**src/sdram_cfg_pkg.sv**
```systemverilog
// Constants and types for SDRAM timing configuration and interrupt masking
// Function
// - The upper-lane check interrupt is raised while mask bit 1 and its flag are both set.
// - The lower-lane check interrupt is raised while mask bit 2 and its flag are both set.
// - Each masked interrupt is a level that stays up until its mask bit or its flag clears.
// - Config bits 1:0 (reset 0) select 256, 512 or 1024 columns, with code 11 reserved.
// - Config bit 2 (reset 0) selects a read latency of 2 cycles when clear and 3 when set.
// - Config bits 4:3 (reset 2h) give a row-to-column gap of 2, 3 or 4 clocks for 10, 11, 00.
// - Config bits 6:5 give a column-to-precharge gap of 1, 2, 3 or 4 clocks for 01, 10, 11, 00.
// - Config bits 8:7 (reset 2h) give a precharge-to-next gap of 1, 2, 3 or 4 clocks likewise.
// - Config bits 10:9 (reset 0) give a refresh-to-refresh gap of 15, 3 or 7 clocks.
// - After any refresh no other command may follow for at least 15 clocks.
// - The upper and lower lane check-fail flags are set on a check error of that byte lane.
// - The refresh-late flag is set when a refresh comes later than the lateness limit.
package sdram_cfg_pkg;

    // Register offsets on the microprocessor port
    localparam logic [11:0] STATUS_OFFSET = 12'h402;
    localparam logic [11:0] MASK_OFFSET = 12'h404;
    localparam logic [11:0] CONFIG_OFFSET = 12'h408;

    // Mask register fields
    localparam int MASK_REFRESH_BIT = 0;
    localparam int MASK_UPPER_BIT = 1;
    localparam int MASK_LOWER_BIT = 2;
    localparam int MASK_WIDTH = 3;
    localparam logic [2:0] MASK_RESET = 3'h0;

    // Config register fields
    localparam int COL_LSB = 0;
    localparam int CAS_BIT = 2;
    localparam int R2C_LSB = 3;
    localparam int C2P_LSB = 5;
    localparam int P2N_LSB = 7;
    localparam int R2R_LSB = 9;
    localparam int CONFIG_WIDTH = 11;
    localparam logic [1:0] COL_RESET = 2'h0;
    localparam logic CAS_RESET = 1'b0;
    localparam logic [1:0] R2C_RESET = 2'h2;
    localparam logic [1:0] C2P_RESET = 2'h1;
    localparam logic [1:0] P2N_RESET = 2'h2;
    localparam logic [1:0] R2R_RESET = 2'h0;

    // Timing counts in SDRAM clocks
    localparam logic [3:0] REFRESH_TO_ANY_CLOCKS = 4'hf;
    localparam logic [3:0] R2R_CODE00_CLOCKS = 4'hf;
    localparam logic [3:0] R2R_CODE10_CLOCKS = 4'h3;
    localparam logic [3:0] R2R_CODE11_CLOCKS = 4'h7;

    // Decoded timing toward the command sequencer
    typedef struct packed {
        logic [10:0] column_count;
        logic [1:0] read_latency;
        logic [2:0] row_to_column_gap;
        logic [2:0] column_to_precharge_gap;
        logic [2:0] precharge_to_next_gap;
        logic [3:0] refresh_to_refresh_gap;
    } timing_type;

    // Event sources, bit 0 is refresh lateness
    typedef struct packed {
        logic lower_lane_check_fail;
        logic upper_lane_check_fail;
        logic refresh_overdue;
    } event_type;

endpackage : sdram_cfg_pkg

```
**src/sticky_flag.sv**
```systemverilog
// Sticky event flag with mask gating
`timescale 1ns/100ps
`default_nettype none
module sticky_flag (
    // Clock and reset
    input wire logic clk,
    input wire logic rstn,
    // Control
    input wire logic set,
    input wire logic clear,
    input wire logic enable,
    // Result
    output var logic flag,
    output logic request
);

    // Set wins over a clear in the same cycle
    always_ff @(posedge clk or negedge rstn) begin
        if (!rstn) begin
            flag <= 1'b0;
        end else if (set) begin
            flag <= 1'b1;
        end else if (clear) begin
            flag <= 1'b0;
        end
    end

    // Level request while flag and mask both set
    assign request = flag & enable;

endmodule : sticky_flag
`default_nettype wire

```
**src/sdram_timing_cfg.sv**
```systemverilog
// SDRAM geometry and timing configuration with masked interrupt request
`timescale 1ns/100ps
`default_nettype none
module sdram_timing_cfg
    import sdram_cfg_pkg::*;
(
    // Clock and reset
    input wire logic CLK,
    input wire logic RSTN,
    // Microprocessor register port
    input wire logic UP_CS,
    input wire logic UP_WR,
    input wire logic UP_RD,
    input wire logic [11:0] UP_ADDR,
    input wire logic [15:0] UP_WDATA,
    output var logic [15:0] UP_RDATA,
    // Events from the controller, one-cycle pulses
    input wire sdram_cfg_pkg::event_type EVENTS,
    input wire logic REFRESH_ISSUED,
    // Decoded timing and refresh spacing
    output var sdram_cfg_pkg::timing_type TIMING,
    output var logic COMMAND_HOLD,
    output var logic REFRESH_HOLD,
    // Interrupt request
    output var logic IRQ
);
    import sdram_cfg_pkg::*;

    logic [MASK_WIDTH-1:0] irq_mask;
    logic [CONFIG_WIDTH-1:0] geometry_timing;
    logic [2:0] flags;
    logic [2:0] requests;
    logic status_clear;
    logic write_mask;
    logic write_config;
    logic [15:0] next_rdata;
    logic [3:0] any_count;
    logic [3:0] ref_count;
    timing_type next_timing;

    // ------------------------------------------------------------
    // Register access decode
    // ------------------------------------------------------------

    // Strobes per register
    assign write_mask = UP_CS & UP_WR & (UP_ADDR == MASK_OFFSET);
    assign write_config = UP_CS & UP_WR & (UP_ADDR == CONFIG_OFFSET);
    assign status_clear = UP_CS & UP_RD & (UP_ADDR == STATUS_OFFSET);

    // Interrupt mask register
    always_ff @(posedge CLK or negedge RSTN) begin
        if (!RSTN) begin
            irq_mask <= MASK_RESET;
        end else if (write_mask) begin
            irq_mask <= UP_WDATA[MASK_WIDTH-1:0];
        end
    end

    // Geometry and timing register
    always_ff @(posedge CLK or negedge RSTN) begin
        if (!RSTN) begin
            geometry_timing <= {R2R_RESET, P2N_RESET, C2P_RESET, R2C_RESET, CAS_RESET, COL_RESET};
        end else if (write_config) begin
            geometry_timing <= UP_WDATA[CONFIG_WIDTH-1:0];
        end
    end

    // Read data selection, unmapped and reserved bits read zero
    always_comb begin
        next_rdata = 16'h0000;
        case (UP_ADDR)
            STATUS_OFFSET: begin
                next_rdata = {13'h0000, flags};
            end
            MASK_OFFSET: begin
                next_rdata = {13'h0000, irq_mask};
            end
            CONFIG_OFFSET: begin
                next_rdata = {5'h00, geometry_timing};
            end
            default: begin
                next_rdata = 16'h0000;
            end
        endcase
    end

    // Registered read data
    always_ff @(posedge CLK or negedge RSTN) begin
        if (!RSTN) begin
            UP_RDATA <= 16'h0000;
        end else if (UP_CS & UP_RD) begin
            UP_RDATA <= next_rdata;
        end
    end

    // ------------------------------------------------------------
    // Status flags and interrupt
    // ------------------------------------------------------------

    // One flag cell per event source, cleared by status read
    genvar i;
    generate
        for (i = 0; i < MASK_WIDTH; i++) begin : g_flag
            sticky_flag u_flag (
                .clk(CLK),
                .rstn(RSTN),
                .set(EVENTS[i]),
                .clear(status_clear),
                .enable(irq_mask[i]),
                .flag(flags[i]),
                .request(requests[i])
            );
        end
    endgenerate

    // Combined level interrupt request
    always_ff @(posedge CLK or negedge RSTN) begin
        if (!RSTN) begin
            IRQ <= 1'b0;
        end else begin
            IRQ <= |requests;
        end
    end

    // ------------------------------------------------------------
    // Timing decode
    // ------------------------------------------------------------

    // Map a gap code to clocks, code 00 means four
    function automatic logic [2:0] gap_clocks(input logic [1:0] code);
        gap_clocks = (code == 2'h0) ? 3'h4 : {1'b0, code};
    endfunction : gap_clocks

    // Decode fields into clock counts
    always_comb begin
        next_timing = '0;
        // Column count, reserved code kept at the largest size
        case (geometry_timing[COL_LSB +: 2])
            2'h0: next_timing.column_count = 11'h100;
            2'h1: next_timing.column_count = 11'h200;
            default: next_timing.column_count = 11'h400;
        endcase
        // Read latency
        next_timing.read_latency = geometry_timing[CAS_BIT] ? 2'h3 : 2'h2;
        // Row to column gap, reserved code treated as the longest
        case (geometry_timing[R2C_LSB +: 2])
            2'h2: next_timing.row_to_column_gap = 3'h2;
            2'h3: next_timing.row_to_column_gap = 3'h3;
            default: next_timing.row_to_column_gap = 3'h4;
        endcase
        next_timing.column_to_precharge_gap = gap_clocks(geometry_timing[C2P_LSB +: 2]);
        next_timing.precharge_to_next_gap = gap_clocks(geometry_timing[P2N_LSB +: 2]);
        // Refresh to refresh gap, reserved code treated as the longest
        case (geometry_timing[R2R_LSB +: 2])
            2'h2: next_timing.refresh_to_refresh_gap = R2R_CODE10_CLOCKS;
            2'h3: next_timing.refresh_to_refresh_gap = R2R_CODE11_CLOCKS;
            default: next_timing.refresh_to_refresh_gap = R2R_CODE00_CLOCKS;
        endcase
    end

    // Registered timing toward the sequencer
    always_ff @(posedge CLK or negedge RSTN) begin
        if (!RSTN) begin
            TIMING <= '0;
        end else begin
            TIMING <= next_timing;
        end
    end

    // ------------------------------------------------------------
    // Refresh spacing guards
    // ------------------------------------------------------------

    // Hold any other command for fifteen clocks after a refresh
    always_ff @(posedge CLK or negedge RSTN) begin
        if (!RSTN) begin
            any_count <= 4'h0;
            COMMAND_HOLD <= 1'b0;
        end else if (REFRESH_ISSUED) begin
            any_count <= REFRESH_TO_ANY_CLOCKS - 4'h1;
            COMMAND_HOLD <= 1'b1;
        end else if (any_count != 4'h0) begin
            any_count <= any_count - 4'h1;
            COMMAND_HOLD <= (any_count > 4'h1);
        end else begin
            COMMAND_HOLD <= 1'b0;
        end
    end

    // Hold the next refresh for the programmed gap
    always_ff @(posedge CLK or negedge RSTN) begin
        if (!RSTN) begin
            ref_count <= 4'h0;
            REFRESH_HOLD <= 1'b0;
        end else if (REFRESH_ISSUED) begin
            ref_count <= TIMING.refresh_to_refresh_gap - 4'h1;
            REFRESH_HOLD <= (TIMING.refresh_to_refresh_gap > 4'h1);
        end else if (ref_count != 4'h0) begin
            ref_count <= ref_count - 4'h1;
            REFRESH_HOLD <= (ref_count > 4'h1);
        end else begin
            REFRESH_HOLD <= 1'b0;
        end
    end

endmodule : sdram_timing_cfg
`default_nettype wire

```
**config.mk**
```make
export PLATFORM = sky130hd
export DESIGN_NAME = sdram_timing_cfg
export DESIGN_NICKNAME = d
export VERILOG_FILES = /design/src/sdram_cfg_pkg.sv /design/src/sticky_flag.sv /design/src/sdram_timing_cfg.sv
export SDC_FILE = /design/constraint.sdc
export NUM_CORES = 1
export LEC_CHECK = 0
export BUFFER_PORTS_ARGS = -buffer_cell sky130_fd_sc_hd__buf_2
export CAP_MARGIN = 20
export CORE_MARGIN = 2
export CORE_UTILIZATION = 45
export DETAILED_ROUTE_END_ITERATION = 6
export GPL_TIMING_DRIVEN = 1
export PLACE_DENSITY = 0.84
export SYNTH_ARGS = -nofsm -noshare
export SYNTH_HDL_FRONTEND = slang
export SYNTH_HIERARCHICAL = 1
export SYNTH_SLANG_ARGS = --single-unit
```
**constraint.sdc**
```tcl
create_clock -name CLK -period 1.4 [get_ports CLK]
set_input_delay 0.28 -clock CLK [delete_from_list [all_inputs] [get_ports CLK]]
set_output_delay 0.28 -clock CLK [all_outputs]
set_load 0.05 [all_outputs]
```
==> results.yml, run 1 <==
pwr:
  vdd_ir_drop_max_uv: 401
  post-layout-total-power_mw: 3.05
  leakage_nw: 1.54
  cellPowerDensity_nw_per_um2: 974
logic_synthesis:
  synth_cell_type_count: 35
  synth_area_leaders: "sky130_fd_sc_hd__dfrtp_1 (53%), sky130_fd_sc_hd__mux2_4 (6.1%), sky130_fd_sc_hd__buf_4 (4.6%)"
  synthesis.area_um2: 2440
  area_leader_netlist: "sky130_fd_sc_hd__dfrtp_1"
  cells_after_synthesis: 219
  warning_count_from_the_yosys_run: 6
  mean_area_per_synthesized_cell_um2: 11.2
  yosysTopAreaCellShare: 0.533
  seq_area_frac_synth: 0.565
  postSynthRegisterBits: 55
detailed_routing:
  drtPass1Iterations: 4
  vias: 1753
  ant_nets: 0
  vias_per_cell: 4.78
  post_detailed_routing_wire_length_mm: 4.80
  drt_iter0_drc: 65
  wire_per_inst_um: 13.1
  drc: 0
clock_tree:
  clock_latency_ns: 0.30
  total_cts_buffers: 5
  path_clk_slew_ns: 0.10
  htree_levels: 2
  clock_tree.root_cell: "sky130_fd_sc_hd__clkbuf_8"
  tritoncts_clock_tree: "built"
  ctsLongestPathBuffers: 2
  clock-sinks: 55
status:
  run_status: "finished, violations left"
  violations: "setup timing"
critical_path:
  timing_worst_setup_path_type: "in -> reg"
  critical_path_peak_fanout: 6
  timing.critical_path.cells: "buf_6 > nor4_4 > nand2_2 > or4_4 > mux2_4"
  crit_slowest_cell: "sky130_fd_sc_hd__or4_4"
  worst_ep_arrival_time_ns: 1.73
  cp-start-kind: "input pin"
  worst-endpoint-required_ns: 1.58
  crit_path_max_incr_delay_ns: 0.61
  crit_path_end_kind: "flip-flop"
sta:
  finalWorstPathRequiredPeriod_ns: 1.55
  drv_slew: 0
  setup_tns_final_ns: -1.54
  grt_setup_unrepaired: "true"
  maxClockFrequency_mhz: 646
  timing.final.hold_violations: 0
  hold_slack_ns: 0.149
  post-route-period-util: 1.11
  final.setup.worst_slack_ns: -0.147
  final-setup-viol-count: 15
  fin_worst_skew_ns: 0.00744
global_routing:
  grt_overflow: 0
  grt_util_all_layers: 0.168
  antenna_violations_before_repair: 0
  grt_pass1_vias: 1739
  grt_pass1_wl_mm: 8.03
  grt_start_max_net_pins: 24
die:
  floorplan.initialDensity: 0.472
  fp.dieArea_um2: 6040
  die-height_um: 77.7
  chipWidth_um: 77.7
  fp-row-count: 26
  coreArea_um2: 5170
  design.portCount: 82
place:
  placement.io_buffers: 63
  gpl.final_weighted_congestion: 0.834
  dpl.hpwl_mm: 3.55
  placement.setup.worst_slack_ns: -0.498
cells_and_area:
  num-nets-final: 338
  fin_util: 0.605
  areaGrowthSynthToFinish_pct: 28.1
  antenna_diode_count: 0
  drive_above_1_share: 0.431
worst_hold_path:
  min-delay-path-class: "in -> reg"
flow_run:
  max_cap_viol_count: 0
timing repair:
item,4_1_cts,5_1_grt
pin swaps,2,2
hold buffers,1,0
setup endpoints to repair,17,19
hold endpoints to repair,12,0
buffers inserted,4,1
gates cloned,1,0
gates resized for setup,8,8
synthesized netlist by cell type (all sizes together):
cell	number
a21o	3
a211oi	4
and2	5
nand3	2
dfstp	3
nor3b	3
a21oi	5
dfrtp	52
nor4b	1
nor4	2
nor2	11
o21ai	9
nand2b	4
or3b	1
buf	16
and3	3
o21bai	1
a211o	2
inv	13
clkbuf	11
ha	5
o31ai	5
nor3	6
xnor2	3
mux2	14
nand2	23
nor2b	2
conb	2
nand3b	2
or3	4
or4	2
flip-flops by register name, indices dropped and copies added, names as in the netlist:
signal              count
any_count               4
irq_mask                3
TIMING                 16
IRQ                     1
g_flag.u_flag/flag      3
REFRESH_HOLD            1
geometry_timing        11
ref_count               4
UP_RDATA               11
COMMAND_HOLD            1
layout by cell type (no fill, tap or decap), drive strengths merged, types with 3 or more instances in the layout:
cell type,n
nor2,11
and3,3
xnor2,3
clkbuf,5
o31ai,5
ha,5
or4,3
and2,5
a211oi,4
dfrtp,52
buf,83
nor3b,3
a21oi,5
nand2b,4
conb,14
dfstp,3
a21o,3
o21ai,9
nand2,23
nor3,6
mux2,14
or3,4
inv,13
where the power goes:
| group | switching (mW) | internal, mW |
|---|---|---|
| registers | 0.0267 | 1.61 |
| clock network | 0.478 | 0.532 |
| logic | 0.247 | 0.152 |
worst max-delay path, delay by kind of cell:
family        cells  cell delay (ns)
simple gates      3             1.02
mux               1             0.33
buf+inv           1             0.09
path summary, 6_finish.rpt:
check / startpoint / to / slack, ns / cells after the start
setup / recovery: UP_ADDR[7] / geometry_timing[7] / -0.15 / 5
hold / removal: EVENTS[2] / g_flag[2].u_flag/flag / 0.15 / 2
setup reg to reg: ref_count[1] / ref_count[0] / -0.01 / 6
hold reg to reg: geometry_timing[4] / TIMING[11] / 0.43 / 0
max in group asynchronous: RSTN / geometry_timing[5] / 0.46 / 3
min in group asynchronous: RSTN / g_flag[0].u_flag/flag / 0.41 / 2
area by class of cell:
| type | count | area, um^2 |
|---|---|---|
| repair buffers | 84 | 513 |
| inverters | 13 | 48.8 |
| well taps | 70 | 87.6 |
| flip-flops and latches | 55 | 1380 |
| clock buffers | 5 | 68.8 |
| fillers | 412 | 2040 |
| multi-input cells | 137 | 988 |
| clock inverters | 3 | 43.8 |
routing by layer:
metal,up-vias,GRT usage,routed length (um)
met4,0,0.0482,41
met2,53,0.297,2490
met3,4,0.0372,228
met5,-,0,0
met1,834,0.206,2040
li1,862,-,-
through the flow:
| step | area (um^2) | cells |
|---|---|---|
| finish | 3130 | 367 |
| global route | 3130 | 367 |
| CTS | 3100 | 366 |
| detailed placement | 2900 | 352 |
| global placement | 2900 | 352 |
| floorplan | 2530 | 231 |
kinds of logic (layout without fill, tap and decap cells):
kind of cell	after synthesis	in the layout	synth area share
other	2	14	0.00307
muxes	14	14	0.0799
and+or+nand+nor	71	72	0.153
DFF	55	55	0.565
buffers and inverters	40	105	0.0876
AOI/OAI and AO/OA	29	29	0.0758
adders and majority gates	5	5	0.0256
xor gates and xnor gates	3	3	0.0108
(Power assumes the default switching activity.)
==> run 2: changes to the inputs <==
- CORE_ASPECT_RATIO: default -> 0.9
- SETUP_SLACK_MARGIN: default -> 0.2
==> results.yml, run 2 (same netlist as run 1, synthesis figures left out) <==
place:
  gpl.final_weighted_congestion: 0.783
  dpl.hpwl_mm: 3.47
  placed_standard_cell_area_um2: 2880
  placement.io_buffers: 63
detailed_routing:
  wire_per_inst_um: 15.2
  drc: 0
  drtPass1Iterations: 4
  ant_nets: 0
  post_detailed_routing_wire_length_mm: 5.70
  drt_iter0_drc: 57
  vias: 1861
  vias_per_cell: 4.98
sta:
  finalWorstPathRequiredPeriod_ns: 1.46
  maxClockFrequency_mhz: 687
  post-route-period-util: 1.04
  grt_setup_unrepaired: "true"
  timing.final.hold_violations: 0
  drv_slew: 0
  fin_worst_skew_ns: 0.00478
  final.setup.worst_slack_ns: -0.0556
  final-setup-viol-count: 9
global_routing:
  grt_overflow: 0
  grt_pass1_wl_mm: 8.49
  met3_usage: 0.0381
  grt_util_met1: 0.246
  grt-busiest-layer: "met2"
  grt_start_max_net_pins: 56
  grt_util_all_layers: 0.186
  gr-usage-met2: 0.308
  antenna_violations_before_repair: 0
  grt_pass1_vias: 1774
clock_tree:
  tritoncts_clock_tree: "built"
  clock_tree.root_cell: "sky130_fd_sc_hd__clkbuf_8"
  total_cts_buffers: 5
  clock-sinks: 55
  path_clk_slew_ns: 0.10
  clock_latency_ns: 0.31
  htree_levels: 2
  ctsLongestPathBuffers: 2
die:
  die-height_um: 73.9
  chipWidth_um: 81.7
  fp.dieArea_um2: 6040
  coreArea_um2: 5260
  fp-row-count: 25
  floorplan.initialDensity: 0.465
  design.portCount: 82
critical_path:
  critical_path.reg2reg.startpoint: "ref_count[1]"
  critical_path_peak_fanout: 6
  regToRegEndpoint: "ref_count[0]"
  crit_end: "geometry_timing[7]"
  worst-endpoint-required_ns: 1.60
  cp-startpoint: "UP_ADDR[4]"
  reg2reg_slack_ns: -0.01
  crit_path_end_kind: "flip-flop"
  cp-start-kind: "input pin"
  reg2reg_depth: 6
  worst_ep_arrival_time_ns: 1.65
  timing_worst_setup_path_type: "in -> reg"
cells_and_area:
  areaGrowthSynthToFinish_pct: 45.4
  largest_reg_flops: 16
  final_cell_mix: "sky130_fd_sc_hd__dfrtp_1 (50), sky130_fd_sc_hd__buf_4 (36), sky130_fd_sc_hd__buf_2 (29), sky130_fd_sc_hd__nand2_1 (22), sky130_fd_sc_hd__buf_6 (20)"
  num-fill-cells: 412
  regMostFlops: "TIMING"
  drive_above_1_share: 0.528
  final_area_um2: 3550
  layout.cells.most_common: "sky130_fd_sc_hd__dfrtp_1"
  antenna_diode_count: 0
  top_regs: "TIMING: 16 flops, UP_RDATA: 11 flops, geometry_timing: 11 flops"
  num-nets-final: 348
pwr:
  leakage_nw: 1.68
  cellPowerDensity_nw_per_um2: 947
  post-layout-total-power_mw: 3.36
  vdd_ir_drop_max_uv: 646
worst_hold_path:
  min-delay-path-class: "in -> reg"
status:
  violations: "setup timing"
  run_status: "finished, violations left"
flow_run:
  max_cap_viol_count: 0
run 2: changes by cell type in the layout (fill, tap and decap cells not counted), sizes merged:
cell	change
clkbuf	+3
buf	+7
bufinv	+1
clkinv	-2
clkinvlp	+1
run 2: what timing repair did:
item                       CTS  global route
setup buffers               11             8
setup endpoints to repair   45            63
gates cloned                 1             0
hold endpoints to repair    52             0
hold buffers                 1             0
pin swaps                   14            17
resized for setup           49            60
run 2: final cells by class:
| cell class | instances | area (um^2) | share of cell area |
|---|---|---|---|
| multi-input cells | 137 | 1150 | 0.323 |
| well taps | 67 | 83.8 | 0.0236 |
| clock inverters | 3 | 67.6 | 0.0190 |
| clock buffers | 5 | 68.8 | 0.0194 |
| flip-flops and latches | 55 | 1380 | 0.389 |
| inverters | 13 | 51.3 | 0.0144 |
| repair buffers | 94 | 753 | 0.212 |
run 2: where the power goes:
part           internal, mW  leakage, nW  total [mW]  switching, mW
clock network         0.713       0.0644        1.23          0.516
registers              1.61        0.668        1.65         0.0310
logic                 0.204        0.950       0.491          0.287
run 2: critical path, stage by stage:
cell	delay [ns]
sky130_fd_sc_hd__buf_6	0.10
sky130_fd_sc_hd__nor3_4	0.20
sky130_fd_sc_hd__nand3_2	0.12
sky130_fd_sc_hd__or4_4	0.63
sky130_fd_sc_hd__mux2_4	0.32
run 2: how the worst min path moves through the flow:
stage | cells past startpoint | startpoint | slack (ns) | endpoint
3_5_place_dp | 2 | RSTN | 0.30 | REFRESH_HOLD
3_3_place_gp | 2 | RSTN | 0.30 | REFRESH_HOLD
4_1_cts | 2 | EVENTS[0] | 0.14 | g_flag[0].u_flag/flag
2_1_floorplan | 0 | RSTN | -0.02 | COMMAND_HOLD
6_report | 2 | EVENTS[0] | 0.14 | g_flag[0].u_flag/flag
5_1_grt | 2 | EVENTS[2] | 0.15 | g_flag[2].u_flag/flag
run 2: through the flow:
step                worst slack, ns  instances   util  TNS [ns]  hold WS (ns)
detailed placement           -0.464        345  0.549     -8.42         0.302
global route                -0.0758        374  0.676    -0.665         0.145
floorplan                    -0.295        231      -     -3.58       -0.0156
global placement             -0.438        345  0.549     -7.64         0.296
finish                      -0.0556        374  0.676    -0.387         0.140
CTS                         -0.0212        366  0.628    -0.131         0.136
run 2: layer usage:
metal | vias to the layer above | routed length (um)
li1 | 879 | -
met1 | 916 | 2250
met2 | 59 | 3100
met3 | 7 | 279
met4 | 0 | 63
met5 | - | 0
==> run 3: changes to the inputs <==
- BUFFER_PORTS_ARGS: -buffer_cell sky130_fd_sc_hd__buf_2 -> default
- CORE_UTILIZATION: 45 -> 56
- DONT_BUFFER_PORTS: default -> 1
- MAX_ROUTING_LAYER: default -> met4
- PLACE_DENSITY: 0.84 -> 0.83
==> results.yml, run 3 (same netlist as run 1, synthesis figures left out) <==
sta:
  max_slew_headroom: 0.536
  hold_slack_ns: -0.353
  timing.final.hold_violations: 55
  tightestPinTransition_ns: 0.694
  final-setup-viol-count: 1
  post-route-period-util: 1.01
  grt_setup_unrepaired: "true"
  setup_tns_final_ns: -0.00738
  drv_slew: 0
  maxClockFrequency_mhz: 711
  fin_worst_skew_ns: 0.00802
  final.setup.worst_slack_ns: -0.00738
  finalWorstPathRequiredPeriod_ns: 1.41
critical_path:
  cp-start-kind: "flip-flop"
  crit_path_end_kind: "flip-flop"
  worst_ep_arrival_time_ns: 1.64
  reg2reg_slack_ns: -0.007
  timing_worst_setup_path_type: "reg -> reg"
  worst-endpoint-required_ns: 1.63
  critical_path_peak_fanout: 3
cells_and_area:
  final_area_um2: 2970
  finish.cell_count_without_fillers: 285
  drive_above_1_share: 0.494
  areaGrowthSynthToFinish_pct: 21.5
  largest_reg_flops: 16
  regMostFlops: "TIMING"
  antenna_diode_count: 0
  num-fill-cells: 287
  fin_util: 0.719
  top_regs: "TIMING: 16 flops, UP_RDATA: 11 flops, geometry_timing: 11 flops"
  num-nets-final: 278
  layout.cells.most_common: "sky130_fd_sc_hd__dfrtp_2"
  final_cell_mix: "sky130_fd_sc_hd__dfrtp_2 (29), sky130_fd_sc_hd__dfrtp_1 (23), sky130_fd_sc_hd__nand2_1 (22), sky130_fd_sc_hd__buf_4 (18)"
clock_tree:
  total_cts_buffers: 5
  clock_tree.root_cell: "sky130_fd_sc_hd__clkbuf_8"
  clock_latency_ns: 0.31
  tritoncts_clock_tree: "built"
  path_clk_slew_ns: 0.10
  htree_levels: 2
  ctsLongestPathBuffers: 2
  clock-sinks: 55
pwr:
  power.share.switching: 0.265
  power.switching_mw: 0.761
  cell_internal_pwr_mw: 2.11
  power.share.combinational: 0.118
  share_clk_of_total_power: 0.307
  leakage_nw: 1.28
  post-layout-total-power_mw: 2.87
  power.sequential.fraction: 0.575
  cellPowerDensity_nw_per_um2: 966
  vdd_ir_drop_max_uv: 756
detailed_routing:
  drc: 0
  vias: 1548
  drt_iter0_drc: 66
  vias_per_cell: 5.43
  ant_nets: 0
  post_detailed_routing_wire_length_mm: 4.92
  wire_per_inst_um: 17.3
  drtPass1Iterations: 5
global_routing:
  grt_pass1_wl_mm: 7.51
  grt_start_max_net_pins: 56
  grt_pass1_vias: 1503
  antenna_violations_before_repair: 0
  grt_util_all_layers: 0.212
  grt_overflow: 0
die:
  die-height_um: 66.7
  fp-row-count: 22
  design.portCount: 82
  chipWidth_um: 73.6
  fp.dieArea_um2: 4910
  floorplan.initialDensity: 0.592
  coreArea_um2: 4130
place:
  gpl.final_weighted_congestion: 0.840
  dpl.hpwl_mm: 3.20
  placement.setup.worst_slack_ns: -0.344
  placed_standard_cell_area_um2: 2520
  place.detailed.instances: 261
  placement.io_buffers: 0
status:
  run_status: "finished, violations left"
  violations: "hold timing, setup timing"
worst_hold_path:
  min-delay-path-class: "in -> async"
flow_run:
  max_cap_viol_count: 0
-- run 3: routing by layer --
| layer | part of all wire | track usage | wire, um |
|---|---|---|---|
| met5 | 0 | - | 0 |
| met4 | 0.0073 | 0.0409 | 36 |
| met3 | 0.061 | 0.0666 | 301 |
| met2 | 0.51 | 0.347 | 2530 |
| met1 | 0.42 | 0.262 | 2050 |
-- run 3: worst paths after layout --
path	start	endpoint	depth (start not counted)
max	ref_count[1]	ref_count[0]	6
min in group CLK	REFRESH_ISSUED	any_count[0]	1
max in group asynchronous	RSTN	geometry_timing[5]	0
max reg2reg	ref_count[1]	ref_count[0]	6
min	RSTN	TIMING[5]	0
min reg2reg	geometry_timing[5]	TIMING[7]	0
-- run 3: area by class of cell --
type / count / area, um^2 / share of cell area
Clock buffer: 5 / 68.8 / 0.0232
Tap cell: 48 / 60.1 / 0.0202
Timing Repair Buffer: 24 / 215 / 0.0725
Multi-Input combinational cell: 137 / 1130 / 0.381
Clock inverter: 3 / 25.0 / 0.00843
Sequential cell: 55 / 1420 / 0.477
Inverter: 13 / 51.3 / 0.0173
-- run 3: power by group through the flow --
| stage | Sequential [mW] | Combinational (mW) | Clock [mW] |
|---|---|---|---|
| global route | 1.65 | 0.363 | 0.975 |
| CTS | 1.65 | 0.292 | 0.900 |
| floorplan | 1.68 | 0.237 | 0 |
| finish | 1.65 | 0.340 | 0.880 |
| global placement | 1.68 | 0.228 | 0 |
| detailed placement | 1.68 | 0.236 | 0 |
-- run 3: repair_timing --
action | 4_1_cts | 5_1_grt
buffers inserted | 9 | 6
setup endpoints to repair | 54 | 40
gates cloned | 1 | 0
endpoints found under the hold margin | 55 | 55
resized for setup | 43 | 30
pin swaps | 4 | 9
-- run 3: critical path, stage by stage (launching register included) --
cell	delay (ns)
sky130_fd_sc_hd__dfrtp_1	0.42
sky130_fd_sc_hd__inv_2	0.09
sky130_fd_sc_hd__ha_4	0.12
sky130_fd_sc_hd__or3b_4	0.40
sky130_fd_sc_hd__xnor2_2	0.13
sky130_fd_sc_hd__nor2_1	0.05
sky130_fd_sc_hd__a21oi_1	0.12
